--- src/rtl/fld_pkg.sv ---
package fld_pkg;

    localparam int APB_AW = 12;

    // register indices; byte address is four times the index
    localparam logic [9:0] IDX_XOVER = 10'h02c;
    localparam logic [9:0] IDX_CTRL  = 10'h02d;
    localparam logic [9:0] IDX_THR   = 10'h02e;
    localparam logic [9:0] IDX_CFG3  = 10'h031;
    localparam logic [11:0] ADDR_XOVER = {IDX_XOVER, 2'b00};
    localparam logic [11:0] ADDR_CTRL  = {IDX_CTRL, 2'b00};
    localparam logic [11:0] ADDR_THR   = {IDX_THR, 2'b00};
    localparam logic [11:0] ADDR_CFG3  = {IDX_CFG3, 2'b00};

    // reset values and writable masks
    localparam logic [15:0] RST_XOVER = 16'h141f;
    localparam logic [15:0] RST_CTRL  = 16'h0000;
    localparam logic [15:0] RST_THR   = 16'h0221;
    localparam logic [15:0] RST_CFG3  = 16'h10b0;
    localparam logic [15:0] WM_XOVER  = 16'h3fff;
    localparam logic [15:0] WM_CTRL   = 16'hc01f;
    localparam logic [15:0] WM_THR    = 16'h0777;
    localparam logic [15:0] WM_CFG3   = 16'h71fd;

    // field positions
    localparam int WIN_LSB   = 9;
    localparam int QX_LSB    = 4;
    localparam int SX_LSB    = 0;
    localparam int FORCE_BIT = 15;
    localparam int BYP_BIT   = 14;
    localparam int STUCK_BIT = 13;
    localparam int CAUSE_LSB = 8;
    localparam int MODE_LSB  = 0;
    localparam int EWIN_LSB  = 8;
    localparam int EON_LSB   = 4;
    localparam int EOFF_LSB  = 0;
    localparam int AN_LSB    = 5;
    localparam int NCRIT     = 5;

    // timing
    localparam int CLK_PERIOD_NS = 10;
    localparam int US_NS         = 1000;
    localparam int US_CYCLES     = (US_NS + CLK_PERIOD_NS - 1) / CLK_PERIOD_NS;
    localparam int MAX_WAIT_US   = 8;
    localparam int AN_T0_NS      = 1600000;
    localparam int AN_T1_NS      = 2000;
    localparam int AN_T2_NS      = 800000;
    localparam int AN_T3_NS      = 11000000;
    localparam int AN_CYC0       = AN_T0_NS / CLK_PERIOD_NS;
    localparam int AN_CYC1       = AN_T1_NS / CLK_PERIOD_NS;
    localparam int AN_CYC2       = AN_T2_NS / CLK_PERIOD_NS;
    localparam int AN_CYC3       = AN_T3_NS / CLK_PERIOD_NS;
    localparam int AN_CW         = 21;

endpackage

--- src/rtl/fld_regs.sv ---
// Summary of operation
// - five-bit window count sets the fast drop observation window, reset 10 us.
// - five-bit quick crossover timer for forced 100M mode, default about 4 ms.
// - four-bit slow crossover timer for robust mode, default half a second.
// - forced drop enable stops transmit whenever no far-end signal is seen.
// - hold-off bypass skips the maximum wait timer so link drops sooner.
// - five-bit cause field latches events and clears when software reads it.
// - five independent criterion enables, any combination may be active.
// - three-bit energy accumulation window, reset value 2.
// - energy detected when accumulator exceeds three-bit threshold, reset 2.
// - energy lost when accumulator falls below three-bit threshold, reset 1.
// - two-bit select picks negotiation timer: 1.6 ms, 2 us, 800 us, 11 ms.
`timescale 1ns/10ps
`default_nettype none
module fld_regs #(
    parameter int ACC_W    = 3,
    parameter int MAX_WAIT = fld_pkg::MAX_WAIT_US,
    parameter int AN_C0    = fld_pkg::AN_CYC0,
    parameter int AN_C1    = fld_pkg::AN_CYC1,
    parameter int AN_C2    = fld_pkg::AN_CYC2,
    parameter int AN_C3    = fld_pkg::AN_CYC3
) (
    input  wire logic                          pclk,
    input  wire logic                          presetn,
    input  wire logic                          ce,
    input  wire logic                          psel,
    input  wire logic                          penable,
    input  wire logic                          pwrite,
    input  wire logic [fld_pkg::APB_AW-1:0]    paddr,
    input  wire logic [31:0]                   pwdata,
    input  wire logic [3:0]                    pstrb,
    output var  logic [31:0]                   prdata,
    output var  logic                          pready,
    output var  logic                          pslverr,
    input  wire logic [ACC_W-1:0]              energy_acc,
    input  wire logic [fld_pkg::NCRIT-1:1]     crit_event,
    input  wire logic                          no_signal,
    input  wire logic                          slicer_stuck,
    output var  logic                          energy_detected,
    output var  logic                          energy_lost,
    output var  logic                          link_drop,
    output var  logic                          tx_stop,
    output var  logic [4:0]                    fast_drop_window_count,
    output var  logic [4:0]                    quick_crossover_timer,
    output var  logic [3:0]                    slow_crossover_timer,
    output var  logic [2:0]                    energy_accumulation_window,
    output var  logic [fld_pkg::AN_CW-1:0]     serial_negotiation_cycles
);
    import fld_pkg::*;

    function automatic logic [15:0] wmerge(input logic [15:0] old, input logic [31:0] wd,
                                           input logic [3:0] st, input logic [15:0] wm);
        logic [15:0] be;
        be = {{8{st[1]}}, {8{st[0]}}} & wm;
        return (old & ~be) | (wd[15:0] & be);
    endfunction

    function automatic logic [AN_CW-1:0] an_cycles(input logic [1:0] sel);
        case (sel)
            2'h0:    an_cycles = AN_CW'(AN_C0);
            2'h1:    an_cycles = AN_CW'(AN_C1);
            2'h2:    an_cycles = AN_CW'(AN_C2);
            default: an_cycles = AN_CW'(AN_C3);
        endcase
    endfunction

    typedef enum logic [1:0] {
        HS_IDLE = 2'b00,
        HS_WAIT = 2'b01,
        HS_DROP = 2'b10
    } fld_hold_t;

    logic [15:0]        xover_q, ctl_q, thr_q, cfg3_q;
    logic [NCRIT-1:0]   cause_q, cause_d, pend_q, pend_d;
    logic [6:0]         us_cnt_q;
    logic [4:0]         win_cnt_q;
    logic [7:0]         hold_cnt_q;
    fld_hold_t          hs_q, hs_d;
    logic [31:0]        prdata_q;
    logic               pready_q, pslverr_q, det_q, lost_q, drop_q, txs_q;
    logic [AN_CW-1:0]   an_q;

    // apb decode
    wire setup    = psel & ~penable;
    wire done     = psel & penable & pready_q;
    wire hit_x    = paddr == ADDR_XOVER;
    wire hit_c    = paddr == ADDR_CTRL;
    wire hit_t    = paddr == ADDR_THR;
    wire hit_3    = paddr == ADDR_CFG3;
    wire hit      = hit_x | hit_c | hit_t | hit_3;
    wire wr_en    = done & pwrite & hit;
    wire rd_clear = done & ~pwrite & hit_c;

    wire [15:0] ctl_rd = ctl_q | ({15'h0000, slicer_stuck} << STUCK_BIT)
                        | ({11'h000, cause_q} << CAUSE_LSB);
    // reserved read-only bits are never stored, so they read zero
    wire [15:0] rsel = hit_x ? xover_q : hit_c ? ctl_rd : hit_t ? thr_q
                     : hit_3 ? cfg3_q : 16'h0000;

    // field views
    wire [4:0] win_len  = xover_q[WIN_LSB +: 5];
    wire       force_en = ctl_q[FORCE_BIT];
    wire       bypass   = ctl_q[BYP_BIT];
    wire [NCRIT-1:0] modes = ctl_q[MODE_LSB +: NCRIT];
    wire [2:0] on_thr   = thr_q[EON_LSB +: 3];
    wire [2:0] off_thr  = thr_q[EOFF_LSB +: 3];
    wire [1:0] an_sel   = cfg3_q[AN_LSB +: 2];

    // window timing in microsecond ticks
    wire us_tick = us_cnt_q == 7'(US_CYCLES - 1);
    wire [4:0] win_last = (win_len == 5'h00) ? 5'h00 : win_len - 5'h01;
    wire win_end  = us_tick & (win_cnt_q >= win_last);
    wire [NCRIT-1:0] crit   = {crit_event, lost_q};
    wire [NCRIT-1:0] hits   = pend_q | (crit & modes);
    wire trigger  = win_end & (hits != '0) & (hs_q != HS_WAIT);
    wire hold_end = us_tick & (hold_cnt_q == 8'(MAX_WAIT - 1));

    assign pend_d  = win_end ? '0 : hits;
    // a new event wins over the read clear
    assign cause_d = (rd_clear ? '0 : cause_q) | (trigger ? hits : '0);

    always_comb begin
        hs_d = hs_q;
        case (hs_q)
            HS_IDLE: begin
                if (trigger) begin
                    hs_d = bypass ? HS_DROP : HS_WAIT;
                end
            end
            HS_WAIT: begin
                if (hold_end) begin
                    hs_d = HS_DROP;
                end
            end
            HS_DROP: begin
                hs_d = trigger ? (bypass ? HS_DROP : HS_WAIT) : HS_IDLE;
            end
            default: hs_d = HS_IDLE;
        endcase
    end

    always_ff @(posedge pclk or negedge presetn) begin
        if (!presetn) begin
            xover_q <= RST_XOVER;
            ctl_q   <= RST_CTRL;
            thr_q   <= RST_THR;
            cfg3_q  <= RST_CFG3;
        end else if (ce && wr_en) begin
            if (hit_x) xover_q <= wmerge(xover_q, pwdata, pstrb, WM_XOVER);
            if (hit_c) ctl_q   <= wmerge(ctl_q, pwdata, pstrb, WM_CTRL);
            if (hit_t) thr_q   <= wmerge(thr_q, pwdata, pstrb, WM_THR);
            if (hit_3) cfg3_q  <= wmerge(cfg3_q, pwdata, pstrb, WM_CFG3);
        end
    end

    always_ff @(posedge pclk or negedge presetn) begin
        if (!presetn) begin
            pready_q  <= 1'b0;
            pslverr_q <= 1'b0;
            prdata_q  <= 32'h0000_0000;
        end else if (ce) begin
            pready_q  <= setup;
            pslverr_q <= setup & ~hit;
            if (setup) prdata_q <= {16'h0000, pwrite ? 16'h0000 : rsel};
        end
    end

    always_ff @(posedge pclk or negedge presetn) begin
        if (!presetn) begin
            us_cnt_q   <= 7'h00;
            win_cnt_q  <= 5'h00;
            hold_cnt_q <= 8'h00;
            pend_q     <= '0;
            cause_q    <= '0;
            hs_q       <= HS_IDLE;
        end else if (ce) begin
            us_cnt_q   <= us_tick ? 7'h00 : us_cnt_q + 7'h01;
            if (us_tick) win_cnt_q <= win_end ? 5'h00 : win_cnt_q + 5'h01;
            if (hs_q != HS_WAIT) hold_cnt_q <= 8'h00;
            else if (us_tick) hold_cnt_q <= hold_cnt_q + 8'h01;
            pend_q     <= pend_d;
            cause_q    <= cause_d;
            hs_q       <= hs_d;
        end
    end

    always_ff @(posedge pclk or negedge presetn) begin
        if (!presetn) begin
            det_q  <= 1'b0;
            lost_q <= 1'b0;
            drop_q <= 1'b0;
            txs_q  <= 1'b0;
            an_q   <= AN_CW'(AN_C1);
        end else if (ce) begin
            det_q  <= energy_acc > ACC_W'(on_thr);
            lost_q <= energy_acc < ACC_W'(off_thr);
            drop_q <= hs_d == HS_DROP;
            txs_q  <= force_en & no_signal;
            an_q   <= an_cycles(an_sel);
        end
    end

    assign prdata  = prdata_q;
    assign pready  = pready_q;
    assign pslverr = pslverr_q;
    assign energy_detected = det_q;
    assign energy_lost     = lost_q;
    assign link_drop       = drop_q;
    assign tx_stop         = txs_q;
    assign fast_drop_window_count     = win_len;
    assign quick_crossover_timer      = xover_q[QX_LSB +: 5];
    assign slow_crossover_timer       = xover_q[SX_LSB +: 4];
    assign energy_accumulation_window = thr_q[EWIN_LSB +: 3];
    assign serial_negotiation_cycles  = an_q;
endmodule
`default_nettype wire

--- config.mk ---
export PLATFORM = sky130hd
export DESIGN_NAME = fld_regs
export DESIGN_NICKNAME = d
export VERILOG_FILES = /design/src/rtl/fld_pkg.sv /design/src/rtl/fld_regs.sv
export SDC_FILE = /design/constraint.sdc
export NUM_CORES = 1
export LEC_CHECK = 0
export ABC_AREA = 1
export BUFFER_PORTS_ARGS = -buffer_cell sky130_fd_sc_hd__buf_2
export CORE_MARGIN = 2
export CORE_UTILIZATION = 29
export CTS_CLUSTER_DIAMETER = 30
export DETAILED_ROUTE_END_ITERATION = 8
export GPL_ROUTABILITY_DRIVEN = 0
export HOLD_SLACK_MARGIN = 0.05
export SLEW_MARGIN = 40
export SYNTH_ARGS = -nofsm -noshare
export SYNTH_HDL_FRONTEND = slang
export SYNTH_SLANG_ARGS = --single-unit
--- constraint.sdc ---
create_clock -name pclk -period 5.85 [get_ports pclk]
set_input_delay 1.17 -clock pclk [delete_from_list [all_inputs] [get_ports pclk]]
set_output_delay 1.17 -clock pclk [all_outputs]
set_load 0.05 [all_outputs]
==> results.cfg <==
[worst_setup_path]
critPathCaptureType = flip-flop
critPathArrivalTime_ns = 3.15
endpoint = hold_cnt_q[2]$_DFFE_PN0P_
r2r_setup_slack_ns = 3.35
start_kind = input pin
r2r_end = cause_q[0]$_DFFE_PN0P_
reg2reg_depth = 12
startpoint = ce
crit_required_ns = 6.08
crit_type = input pin to flip-flop
cp_max_fo = 29

[sta]
hold_viol_final = 0
setup_tns_ns = 0
rsz0062_at_grt = no
setup_viol = 0
min_period_over_period = 0.500
relSlewSlack = 0.503
max_freq_mhz = 342
fin_hold_ws_ns = 0.464
fin_skew_ns = 0.00892
worst_slack_ns = 2.92
slew_violations = 0
worst_slew_pin_slew_ns = 0.740
min_period_ns = 2.93

[layout]
num-fill-cells = 2064
fin_nets = 854
drive_above_1_share = 0.218
area_delta_synth_final_pct = 15.7

[pwr]
leakagePower_nw = 3.38
report.power.total_mw = 1.70
irDropWorstVdd_mv = 0.156
power_density_nw_per_um2 = 256

[flow_run]
max_cap_violations = 0

[global_route]
grt_max_degree = 61
overflow = 0
antenna_found_initial = 0
grt_usage = 0.148
grt_pass1_wl_um = 24000
grt_pass1_vias = 4517

[run_status]
outcome = finished clean

[clocking]
cts_buffers = 9
htreeDepth = 3
root_buffer = clkbuf_16
cts_tree = built
cts_sinks = 104
clockBufferDepth = 2
cts_hold_buffers = 0
clkLatencyLatePin_ns = 0.36
cts_resized = 0
path_clk_slew_ns = 0.07
postCtsSetupBuffers = 0

[detailed_routing]
viasPerCell = 4.52
ant_nets = 0
drt_iter0_markers = 307
vias = 4708
wire_per_inst_um = 14.2
remaining_drc_errors = 0
drt_pass1_iterations = 5
drt-total-wl_um = 14800

[synthesis]
syn-instance-count = 690
async_flop_share = 1.00
syn-cell-area_um2 = 5720
ys_types = 42
synth_seq_cells = 104
ys.flop_type = dfrtp_1
yosys_warnings = 0
syn_area_per_cell_um2 = 8.29
ys_seq_area_frac = 0.459
synth_edf_count = 0

[die]
initial_core_util = 0.295
die-area_um2 = 20900
design.core.area_um2 = 19400
die_h_um = 144
ios = 139
fp.dieW_um = 144
rows = 51

[placed_design]
dp_slack_ns = 2.52
hpwl_um = 11100
io_buffers = 96

[min_path]
worstHoldPathType = flip-flop to flip-flop
[cells in the mapped netlist, drive strengths merged (2+ instances only)]
cell type	instances	share of area
ha	20	0.044
xor2	8	0.012
a21oi	18	0.016
nand4	28	0.037
nor2	46	0.039
nor3	5	0.0052
nand3b	4	0.0059
a31oi	2	0.0022
or2	4	0.0044
clkbuf	5	0.0033
o22ai	10	0.011
dfstp	17	0.078
inv	67	0.045
buf	45	0.061
o21ai	36	0.036
nand2	223	0.15
o211ai	8	0.012
a22o	2	0.0031
dfrtp	87	0.38
o31ai	3	0.0039
nand3	47	0.048
[through the flow]
stage	utilization	std cells	cell area, µm²
floorplan	-	713	5810
detailed placement	0.323	1025	6260
CTS	0.341	1041	6620
global placement	0.323	1025	6260
finish	0.341	1042	6620
global route	0.341	1041	6620
[report_power, final]
group	switching, mW	internal, mW	leakage, nW	total, mW
combinational	0.150	0.0564	1.89	0.206
clock	0.278	0.432	0.165	0.710
sequential	0.0294	0.752	1.33	0.781
[cell type report]
type,instances,area (µm²),share of cell area
antenna,1,2.50,0.000378
multi-input combinational,491,2560,0.386
timing repair buffer,97,494,0.0746
sequential,104,2620,0.396
clock inverter,6,114,0.0172
clock buffer,10,239,0.0361
tap,265,332,0.0501
inverter,68,260,0.0393
[layout by cell type, fill, tap and decap left out, types with 4 or more instances in the layout]
cell,instances
dfstp_2,17
nand3_1,42
nor2_4,6
xor2_1,8
o21ai_2,7
nor3_1,4
clkbuf_16,9
ha_1,20
inv_1,61
a21oi_1,18
nand2_1,221
nor2_1,38
or2_2,4
o211ai_1,6
dfrtp_1,87
conb_1,24
inv_2,5
o21ai_0,22
o21ai_1,7
o22ai_1,10
nand4_1,25
buf_2,95
[layer usage]
| layer | routed length, µm | track usage | share of wire | up-vias |
|---|---|---|---|---|
| met3 | 602 | 0.0295 | 0.041 | 19 |
| met5 | 0 | 0 | 0 | - |
| met1 | 7050 | 0.205 | 0.48 | 2227 |
| li1 | - | - | - | 2358 |
| met2 | 6890 | 0.231 | 0.47 | 104 |
| met4 | 252 | 0.0531 | 0.017 | 0 |
[worst max-delay path: stages]
cell	delay, ns
buf_2	0.45
inv_1	0.51
nor2_4	0.39
inv_1	0.20
nand2_1	0.20
nand3_1	0.09
nand2_1	0.07
nor2_1	0.04
[worst min path at each step]
stage	startpoint	to	slack [ns]	depth (start not counted)
final	flip-flop	flip-flop	0.46	2
after global routing	flip-flop	flip-flop	0.48	2
after CTS	flip-flop	flip-flop	0.47	2
after detailed placement	flip-flop	flip-flop	0.46	2
after global placement	flip-flop	flip-flop	0.45	2
after floorplan	flip-flop	flip-flop	0.44	2
[cell families (layout without fill, tap and decap cells)]
| kind of cell | count (synthesis) | count (layout) | share of synthesized area |
|---|---|---|---|
| buffers and inverters | 118 | 181 | 0.110 |
| other | 1 | 25 | 0.000656 |
| flip-flops | 104 | 104 | 0.459 |
| AND/OR/NAND/NOR | 358 | 358 | 0.288 |
| adder cells (fa/ha/maj) | 20 | 20 | 0.0437 |
| AO/OA/AOI/OAI | 80 | 80 | 0.0855 |
| XOR/XNOR | 9 | 9 | 0.0138 |
Note: power is estimated with default switching activity, not from simulation.
